File: src/rtl/fvs_pkg.sv
// Constants shared by the fault, vector table and program status register bank.
// Assumes a 32-bit byte address on a plain strobe port, one clock, sync reset.
package fvs_pkg;

  // ----------------------------------------------------------------
  // Register addresses
  // ----------------------------------------------------------------
  localparam logic [31:0] VTB_ADDR = 32'hE000ED08;
  localparam logic [31:0] VTB_NS_ADDR = 32'hE002ED08;
  localparam logic [31:0] UFS_ADDR = 32'hE000ED2A;
  localparam logic [31:0] CPS_ADDR = 32'hE000EF00;
  localparam logic [31:0] IRQ_STAT_ADDR = 32'hE000EF04;
  localparam logic [31:0] IRQ_CLR_ADDR = 32'hE000EF08;
  localparam logic [31:0] IRQ_EN_ADDR = 32'hE000EF0C;

  // ----------------------------------------------------------------
  // Usage fault flags
  // ----------------------------------------------------------------
  localparam int NUM_FAULTS = 5;
  localparam int UNKNOWN_OPCODE_BIT = 0;
  localparam int BAD_EXEC_STATE_BIT = 1;
  localparam int BAD_RETURN_BIT = 2;
  localparam int NO_COPROCESSOR_BIT = 3;
  localparam int STACK_OVERFLOW_BIT = 4;
  localparam logic [NUM_FAULTS-1:0] FAULTS_RESET = 5'h00;

  // ----------------------------------------------------------------
  // Interrupt status: five faults plus the access fault
  // ----------------------------------------------------------------
  localparam int NUM_IRQ = 6;
  localparam int ACCESS_FAULT_BIT = 5;
  localparam logic [NUM_IRQ-1:0] IRQ_RESET = 6'h00;

  // ----------------------------------------------------------------
  // Vector table base
  // ----------------------------------------------------------------
  localparam logic [31:0] VTB_RESET = 32'h00000000;
  localparam logic [31:0] VTB_WRITABLE = 32'hFFFFFF80;

  // ----------------------------------------------------------------
  // Combined program status layout
  // ----------------------------------------------------------------
  localparam int CPS_APP_MSB = 31;
  localparam int CPS_APP_LSB = 27;
  localparam int CPS_COND_HI_MSB = 26;
  localparam int CPS_COND_HI_LSB = 25;
  localparam int CPS_THUMB = 24;
  localparam int CPS_GTEQ_MSB = 19;
  localparam int CPS_GTEQ_LSB = 16;
  localparam int CPS_COND_LO_MSB = 15;
  localparam int CPS_COND_LO_LSB = 10;
  localparam int CPS_COND_CHK_MSB = 11;
  localparam int CPS_EXC_MSB = 8;
  localparam int CPS_EXC_LSB = 0;

endpackage : fvs_pkg

File: src/rtl/fault_vector_status_regs.sv
// Usage fault flags, banked vector table base and combined program status.
// Assumes privilege, security and debugger qualifiers arrive with each strobe,
// and that the core supplies live status and takes writes to it.
`timescale 1ns/1ps
`default_nettype none

module fault_vector_status_regs
  import fvs_pkg::*;
(
  // Clock and reset
  input wire logic mclk_i,
  input wire logic rst_i,
  // Register port
  input wire logic [31:0] addr_i,
  input wire logic [31:0] wdata_i,
  input wire logic wr_i,
  input wire logic rd_i,
  input wire logic priv_i,
  input wire logic secure_i,
  input wire logic debug_i,
  output logic [31:0] rdata_o,
  output logic bus_fault_o,
  // Fault events from the pipeline
  input wire logic [NUM_FAULTS-1:0] fault_evt_i,
  // Live status from the core
  input wire logic [4:0] application_flags_i,
  input wire logic [3:0] greater_equal_flags_i,
  input wire logic thumb_i,
  input wire logic [7:0] if_then_state_i,
  input wire logic [7:0] interrupt_continuation_i,
  input wire logic [8:0] exception_number_i,
  // Status write to the core
  output logic status_wr_o,
  output logic [4:0] application_flags_o,
  output logic [3:0] greater_equal_flags_o,
  output logic thumb_o,
  output logic [7:0] cond_state_o,
  output logic cond_is_if_then_o,
  output logic [8:0] exception_number_o,
  // Vector table bases
  output logic [31:0] vtb_secure_o,
  output logic [31:0] vtb_nonsecure_o,
  // Fault flags and interrupt
  output logic [NUM_FAULTS-1:0] usage_fault_status_o,
  output logic irq_o
);

  // ----------------------------------------------------------------
  // State
  // ----------------------------------------------------------------
  typedef struct packed {
    logic [31:0] rdata;
    logic bus_fault;
    logic [31:0] vtb_s;
    logic [31:0] vtb_ns;
    logic [NUM_IRQ-1:0] irq_en;
    logic irq;
    logic status_wr;
    logic [4:0] app_flags;
    logic [3:0] gteq_flags;
    logic thumb;
    logic [7:0] cond_state;
    logic cond_is_if_then;
    logic [8:0] exc_num;
  } regs_state_type;

  localparam regs_state_type STATE_RESET = '{
    rdata: '0,
    bus_fault: 1'b0,
    vtb_s: VTB_RESET,
    vtb_ns: VTB_RESET,
    irq_en: IRQ_RESET,
    irq: 1'b0,
    status_wr: 1'b0,
    app_flags: '0,
    gteq_flags: '0,
    thumb: 1'b0,
    cond_state: '0,
    cond_is_if_then: 1'b0,
    exc_num: '0
  };

  regs_state_type cur_ff;
  regs_state_type nxt_state;

  logic [NUM_FAULTS-1:0] ufs_flags;
  logic [NUM_FAULTS-1:0] ufs_clr;
  logic [NUM_IRQ-1:0] irq_flags;
  logic [NUM_IRQ-1:0] irq_clr;
  logic [NUM_IRQ-1:0] irq_set;
  logic access_fault;
  logic [31:0] live_cond;

  // ----------------------------------------------------------------
  // Field helpers
  // ----------------------------------------------------------------
  // Write-ignored base bits keep their old value
  function automatic logic [31:0] vtb_merge(input logic [31:0] old_v,
                                            input logic [31:0] new_v);
    vtb_merge = (new_v & VTB_WRITABLE) | (old_v & ~VTB_WRITABLE);
  endfunction : vtb_merge

  // If-then layout: low two bits high up, the rest at 15:10
  function automatic logic [31:0] place_if_then(input logic [7:0] v);
    logic [31:0] w;
    w = '0;
    w[CPS_COND_HI_MSB:CPS_COND_HI_LSB] = v[1:0];
    w[CPS_COND_LO_MSB:CPS_COND_LO_LSB] = v[7:2];
    place_if_then = w;
  endfunction : place_if_then

  // Continuation layout: top two bits high up, the rest at 15:10
  function automatic logic [31:0] place_cont(input logic [7:0] v);
    logic [31:0] w;
    w = '0;
    w[CPS_COND_HI_MSB:CPS_COND_HI_LSB] = v[7:6];
    w[CPS_COND_LO_MSB:CPS_COND_LO_LSB] = v[5:0];
    place_cont = w;
  endfunction : place_cont

  // Nonzero check bits mean the word holds if-then state
  function automatic logic is_if_then_form(input logic [31:0] w);
    is_if_then_form = |{w[CPS_COND_HI_MSB:CPS_COND_HI_LSB],
                        w[CPS_COND_CHK_MSB:CPS_COND_LO_LSB]};
  endfunction : is_if_then_form

  function automatic logic [7:0] take_cond(input logic [31:0] w);
    if (is_if_then_form(w))
    begin
      take_cond = {w[CPS_COND_LO_MSB:CPS_COND_LO_LSB],
                   w[CPS_COND_HI_MSB:CPS_COND_HI_LSB]};
    end
    else
    begin
      take_cond = {w[CPS_COND_HI_MSB:CPS_COND_HI_LSB],
                   w[CPS_COND_LO_MSB:CPS_COND_LO_LSB]};
    end
  endfunction : take_cond

  // ----------------------------------------------------------------
  // Live combined status view
  // ----------------------------------------------------------------
  // The core holds one of the two forms at a time; show whichever is live
  always_comb
  begin
    if (is_if_then_form(place_if_then(if_then_state_i)))
    begin
      live_cond = place_if_then(if_then_state_i);
    end
    else
    begin
      live_cond = place_cont(interrupt_continuation_i);
    end
  end

  // ----------------------------------------------------------------
  // Register access and next state
  // ----------------------------------------------------------------
  // Only whole-word accesses exist on this port, so no lane logic.
  always_comb
  begin
    nxt_state = cur_ff;
    nxt_state.rdata = '0;
    nxt_state.status_wr = 1'b0;
    ufs_clr = '0;
    irq_clr = '0;
    access_fault = 1'b0;
    if (rd_i || wr_i)
    begin
      if (addr_i == VTB_ADDR)
      begin
        if (!priv_i)
        begin
          access_fault = 1'b1;
        end
        else if (wr_i)
        begin
          if (secure_i)
          begin
            nxt_state.vtb_s = vtb_merge(cur_ff.vtb_s, wdata_i);
          end
          else
          begin
            nxt_state.vtb_ns = vtb_merge(cur_ff.vtb_ns, wdata_i);
          end
        end
        else
        begin
          nxt_state.rdata = secure_i ? cur_ff.vtb_s : cur_ff.vtb_ns;
        end
      end
      else if (addr_i == VTB_NS_ADDR)
      begin
        if (!priv_i)
        begin
          access_fault = 1'b1;
        end
        else if (secure_i && !debug_i)
        begin
          if (wr_i)
          begin
            nxt_state.vtb_ns = vtb_merge(cur_ff.vtb_ns, wdata_i);
          end
          else
          begin
            nxt_state.rdata = cur_ff.vtb_ns;
          end
        end
        // Non-secure or debugger: reads zero, writes dropped.
      end
      else if (addr_i == UFS_ADDR)
      begin
        if (!priv_i)
        begin
          access_fault = 1'b1;
        end
        else if (wr_i)
        begin
          ufs_clr = wdata_i[NUM_FAULTS-1:0];
        end
        else
        begin
          nxt_state.rdata = 32'(ufs_flags);
        end
      end
      else if (addr_i == CPS_ADDR)
      begin
        // Unprivileged: read as zero, write ignored, no fault.
        if (priv_i && wr_i)
        begin
          nxt_state.status_wr = 1'b1;
          nxt_state.app_flags = wdata_i[CPS_APP_MSB:CPS_APP_LSB];
          nxt_state.thumb = wdata_i[CPS_THUMB];
          nxt_state.gteq_flags = wdata_i[CPS_GTEQ_MSB:CPS_GTEQ_LSB];
          nxt_state.cond_is_if_then = is_if_then_form(wdata_i);
          nxt_state.cond_state = take_cond(wdata_i);
          nxt_state.exc_num = wdata_i[CPS_EXC_MSB:CPS_EXC_LSB];
        end
        else if (priv_i)
        begin
          nxt_state.rdata = live_cond;
          nxt_state.rdata[CPS_APP_MSB:CPS_APP_LSB] = application_flags_i;
          nxt_state.rdata[CPS_THUMB] = thumb_i;
          nxt_state.rdata[CPS_GTEQ_MSB:CPS_GTEQ_LSB] = greater_equal_flags_i;
          nxt_state.rdata[CPS_EXC_MSB:CPS_EXC_LSB] = exception_number_i;
        end
      end
      else if (addr_i == IRQ_STAT_ADDR)
      begin
        if (rd_i)
        begin
          nxt_state.rdata = 32'(irq_flags);
        end
      end
      else if (addr_i == IRQ_CLR_ADDR)
      begin
        if (wr_i)
        begin
          irq_clr = wdata_i[NUM_IRQ-1:0];
        end
      end
      else if (addr_i == IRQ_EN_ADDR)
      begin
        if (wr_i)
        begin
          nxt_state.irq_en = wdata_i[NUM_IRQ-1:0];
        end
        else
        begin
          nxt_state.rdata = 32'(cur_ff.irq_en);
        end
      end
      // Unmapped addresses read zero and drop writes
    end
    nxt_state.bus_fault = access_fault;
    // Registered, so the line trails the status bit by one cycle
    nxt_state.irq = |(irq_flags & cur_ff.irq_en);
  end

  always_ff @(posedge mclk_i)
  begin
    if (rst_i)
    begin
      cur_ff <= STATE_RESET;
    end
    else
    begin
      cur_ff <= nxt_state;
    end
  end

  // ----------------------------------------------------------------
  // Sticky flag banks
  // ----------------------------------------------------------------
  // Bit order of fault_evt_i follows the status layout.
  fault_flag_bank #(
    .WIDTH(NUM_FAULTS),
    .RESET_VALUE(FAULTS_RESET)
  ) u_usage_flags (
    .mclk_i(mclk_i),
    .rst_i(rst_i),
    .set_i(fault_evt_i),
    .clr_i(ufs_clr),
    .flags_o(ufs_flags)
  );

  assign irq_set = {access_fault, fault_evt_i};

  fault_flag_bank #(
    .WIDTH(NUM_IRQ),
    .RESET_VALUE(IRQ_RESET)
  ) u_irq_flags (
    .mclk_i(mclk_i),
    .rst_i(rst_i),
    .set_i(irq_set),
    .clr_i(irq_clr),
    .flags_o(irq_flags)
  );

  // ----------------------------------------------------------------
  // Outputs
  // ----------------------------------------------------------------
  assign rdata_o = cur_ff.rdata;
  assign bus_fault_o = cur_ff.bus_fault;
  assign status_wr_o = cur_ff.status_wr;
  assign application_flags_o = cur_ff.app_flags;
  assign greater_equal_flags_o = cur_ff.gteq_flags;
  assign thumb_o = cur_ff.thumb;
  assign cond_state_o = cur_ff.cond_state;
  assign cond_is_if_then_o = cur_ff.cond_is_if_then;
  assign exception_number_o = cur_ff.exc_num;
  assign vtb_secure_o = cur_ff.vtb_s;
  assign vtb_nonsecure_o = cur_ff.vtb_ns;
  assign usage_fault_status_o = ufs_flags;
  assign irq_o = cur_ff.irq;

endmodule : fault_vector_status_regs

`default_nettype wire

File: src/rtl/fault_flag_bank.sv
// Bank of sticky flags, set by one-cycle event pulses, cleared by write-one.
// Assumes set and clear pulses are synchronous to mclk_i.
`timescale 1ns/1ps
`default_nettype none

module fault_flag_bank #(
  parameter int WIDTH = 5,
  parameter logic [WIDTH-1:0] RESET_VALUE = '0
) (
  // Clock and reset
  input wire logic mclk_i,
  input wire logic rst_i,
  // Events and clears
  input wire logic [WIDTH-1:0] set_i,
  input wire logic [WIDTH-1:0] clr_i,
  // Flags
  output logic [WIDTH-1:0] flags_o
);

  typedef struct packed {
    logic [WIDTH-1:0] flags;
  } flag_state_type;

  flag_state_type cur_ff;
  flag_state_type nxt_state;

  // ----------------------------------------------------------------
  // Next state
  // ----------------------------------------------------------------
  always_comb
  begin
    nxt_state = cur_ff;
    // Set after clear, so an event in the clearing cycle is kept
    nxt_state.flags = (cur_ff.flags & ~clr_i) | set_i;
  end

  always_ff @(posedge mclk_i)
  begin
    if (rst_i)
    begin
      cur_ff.flags <= RESET_VALUE;
    end
    else
    begin
      cur_ff <= nxt_state;
    end
  end

  assign flags_o = cur_ff.flags;

endmodule : fault_flag_bank

`default_nettype wire

File: config.mk
export PLATFORM = sky130hd
export DESIGN_NAME = fault_vector_status_regs
export DESIGN_NICKNAME = d
export VERILOG_FILES = /design/src/rtl/fvs_pkg.sv /design/src/rtl/fault_vector_status_regs.sv /design/src/rtl/fault_flag_bank.sv
export SDC_FILE = /design/constraint.sdc
export NUM_CORES = 1
export LEC_CHECK = 0
export ABC_AREA = 1
export BUFFER_PORTS_ARGS = -buffer_cell sky130_fd_sc_hd__buf_2
export CORE_ASPECT_RATIO = 1.25
export CORE_MARGIN = 2
export CORE_UTILIZATION = 30
export DETAILED_ROUTE_END_ITERATION = 10
export SYNTH_ARGS = -nofsm -noshare
export SYNTH_HDL_FRONTEND = slang
export SYNTH_SLANG_ARGS = --single-unit
File: constraint.sdc
create_clock -name mclk_i -period 2.2 [get_ports mclk_i]
set_input_delay 0.33 -clock mclk_i [delete_from_list [all_inputs] [get_ports mclk_i]]
set_output_delay 0.33 -clock mclk_i [all_outputs]
set_load 0.01 [all_outputs]
==> reports/summary.txt <==
RD Place Congestion = 0.890
Sequential Power Share = 42.1%
# rows = 61
core area = 22,100 um2
DIE AREA = 23,700 um2
area grow syn2layout = 18.9%
largest net degree at the start of global routing = 44
worst stage delay on the critical path = 0.33 ns
Vias per Instance = 4.60
Lkg Pwr = 3.88 nW
worst-path cell chain = buf_2 -> nor2_1 -> nand2_1 -> nor2_1 -> nand2_2 -> nor2_4 -> nor2_1 -> nand2_1 -> inv_1 -> nand2_1 -> nand3_1
setup bufs post-CTS = 0
Tmin final = 1.76 ns
number of DRC markers in iteration 0 = 426
Filler cells = 2,396
CTS tree = built
clk root buf = clkbuf_16
critical path type = input pin to register
Endpoint, Worst Hold = rdata_o[29]
ys async rst share = 0%
worst r2r path cells = 6
Power Density = 704 nW/um2
first-pass GRT wire length = 32.8 mm
Die Wd = 138 um
GRT overflow = 0
CTS buffer count = 17
layout cells sized above 1 = 28.0%
Die H = 172 um
Critical Path Source Type = input pin
crit-path leading delay family = simple AND/OR/NAND/NOR gates
Top Ports = 243
antenna violations before repair = 1
Main synth FF type = dfxtp_1
Logic pwr share = 6.2%
post-CTS sizing = 0
Final period util = 80.0%
synthesized area per cell = 7.00 um2
Layout Skew = 0.00484 ns
CP Data Arrival Time = 2.05 ns
Design Area, Final = 8020 um2
nature of the critical path endpoint = register
VDD IR max = 0.000515 V
switching share of total power = 22.8%
nets = 1,196
WL per Instance = 15.7 um
clock share of power = 51.6%
Post-synth EDFFs = 0
Bufs and invs on worst path = 2
YS warnings = 0
Netlist Area Pre-Place = 6740 um2
Initial Util = 30.5%
Placed Instance Area = 7410 um2
Final setup viols = 0
Fmax = 0.568 GHz
setup TNS = 0 ns
dpl hpwl = 16.6 mm
count of cell types in the netlist = 31
post-synthesis sequential area ratio = 38.6%
pre-CTS WS = 0.00909 ns
total track usage = 17.9%
Fin. Hold Viols = 0
hold path cells = 3
Int Pwr = 4.36 mW
CP max FO = 13
Hold Crit Class = input pin to register
Hold Path Origin = application_flags_i[2]
clk slew on worst S/H paths = 0.06 ns
H-Tree Depth = 4
number of port buffers = 228
Pre-antenna DRT Iters = 5
fin worst setup slack = 0.441 ns
vias in the first global route = 5,889
status = finished, final reports clean
Longest Clk Path Bufs = 2
area leader, netlist = dfxtp_1
reg2reg start = vtb_secure_o[8]
synthesized flop and latch total = 130
CP required = 2.49 ns
MaxCap Viol Count = 0
Total Wirelength = 21.7 mm
post-route ant nets = 0
Mapped Cells = 963
max-slew violations = 0
Synth area leaders = dfxtp_1, buf_4, nand2_1
Slew HR = 66.5%
Synth top area share = 38.6%
insertion delay to the later sink of the worst-skew pair = 0.42 ns
Critical-path top delay cell = nor2_4
Worst Tran Pin Value = 0.502 ns
CTS Hold Bufs = 0
switching power = 1.29 mW
drt drc = 0
RSZ-0062 raised after global routing = false
CTS sink count = 130
reg-to-reg endpoint = rdata_o[8]
via count = 6,363
R2R setup slack = 1.17 ns
-- power groups by stage --
stage / Combinational [mW] / Clock [mW] / Sequential, mW
floorplan: 0.174 / 0 / 2.43
global placement: 0.349 / 0 / 2.43
detailed placement: 0.352 / 0 / 2.43
CTS: 0.354 / 2.97 / 2.38
global route: 0.393 / 3.08 / 2.38
finish: 0.353 / 2.91 / 2.38
-- cells in the final DEF (no fill, tap or decap), types with 3 or more instances in the layout --
master     instances
nand2_2            4
conb_1            14
a31oi_1            5
o21ai_0           87
a21oi_1           81
inv_1             98
clkbuf_16         17
nor2_1            94
nor2_4             4
o31ai_1            5
bufinv_16          3
clkinv_2           5
inv_2              7
clkbuf_8           3
o211ai_1           5
nor2_2             6
o2111ai_1          4
nor3_1             9
nand3_1           66
dfxtp_1          130
buf_2            228
buf_12             3
nand2_1          166
buf_4             21
nand4_1           20
-- area by class of cell --
type	count	area (um2)	share of cell area, %
well taps	283	354	4.42
flip-flops and latches	130	2600	32.5
clock inverters	10	131	1.64
inverters	105	394	4.92
clock buffers	22	474	5.92
repair buffers	252	1360	17.0
diodes	1	2.50	0.0312
multi-input cells	579	2700	33.7
-- worst min-delay path, stage by stage --
cell	delay (ns)
buf_2	0.07
nand2_1	0.04
nand2_1	0.05
-- state kept, by name, summed over array words and instances, names as in the netlist --
register,flops
rdata_o,32
vtb_nonsecure_o,25
vtb_secure_o,25
exception_number_o,9
cond_state_o,8
cur_ff,6
u_irq_flags.flags_o,6
application_flags_o,5
u_usage_flags.flags_o,5
greater_equal_flags_o,4
bus_fault_o,1
cond_is_if_then_o,1
irq_o,1
status_wr_o,1
thumb_o,1
-- through the flow --
step	utilization, %	hold WS (ns)	power [mW]	std cells
after floorplan	-	0.437	2.60	976
after global placement	33.5	0.451	2.78	1349
after detailed placement	33.5	0.454	2.78	1349
after CTS	36.2	0.0865	5.71	1381
after global routing	36.2	0.107	5.85	1381
final	36.2	0.101	5.65	1382
-- logic make-up after synthesis --
family          Yosys count  synth area share [%]
compound gates          192                  15.2
buf+inv                 267                  22.2
flops                   130                  38.6
other cells               1                0.0556
simple gates            373                  23.9
-- cells in the mapped netlist, drive strengths merged, types with 4 or more instances --
cell type,number
inv,105
nor2,104
nor3,9
a21oi,82
o21ai,89
o31ai,5
nand3,67
buf,136
a31oi,5
clkbuf,26
dfxtp,130
o211ai,5
o2111ai,4
nand2,171
nand4,20
-- how the worst max path moves through the flow --
stage	slack, ns	depth (start not counted)	from	endpoint
6_report	0.44	11	addr_i[23]	rdata_o[15]
5_1_grt	0.25	11	addr_i[23]	rdata_o[30]
4_1_cts	0.45	11	addr_i[23]	rdata_o[15]
3_5_place_dp	0.009	11	addr_i[23]	rdata_o[10]
3_3_place_gp	0.05	11	addr_i[23]	rdata_o[14]
2_1_floorplan	0.51	11	addr_i[19]	application_flags_o[0]
-- routing by layer --
metal / up-vias / wire [um] / track usage, %
met1: 2838 / 9270 / 22.5
met5: - / 12 / 0
met3: 44 / 1620 / 4.87
met4: 2 / 751 / 8.39
li1: 3222 / - / -
met2: 257 / 10100 / 28.7
(Power assumes the default switching activity.)
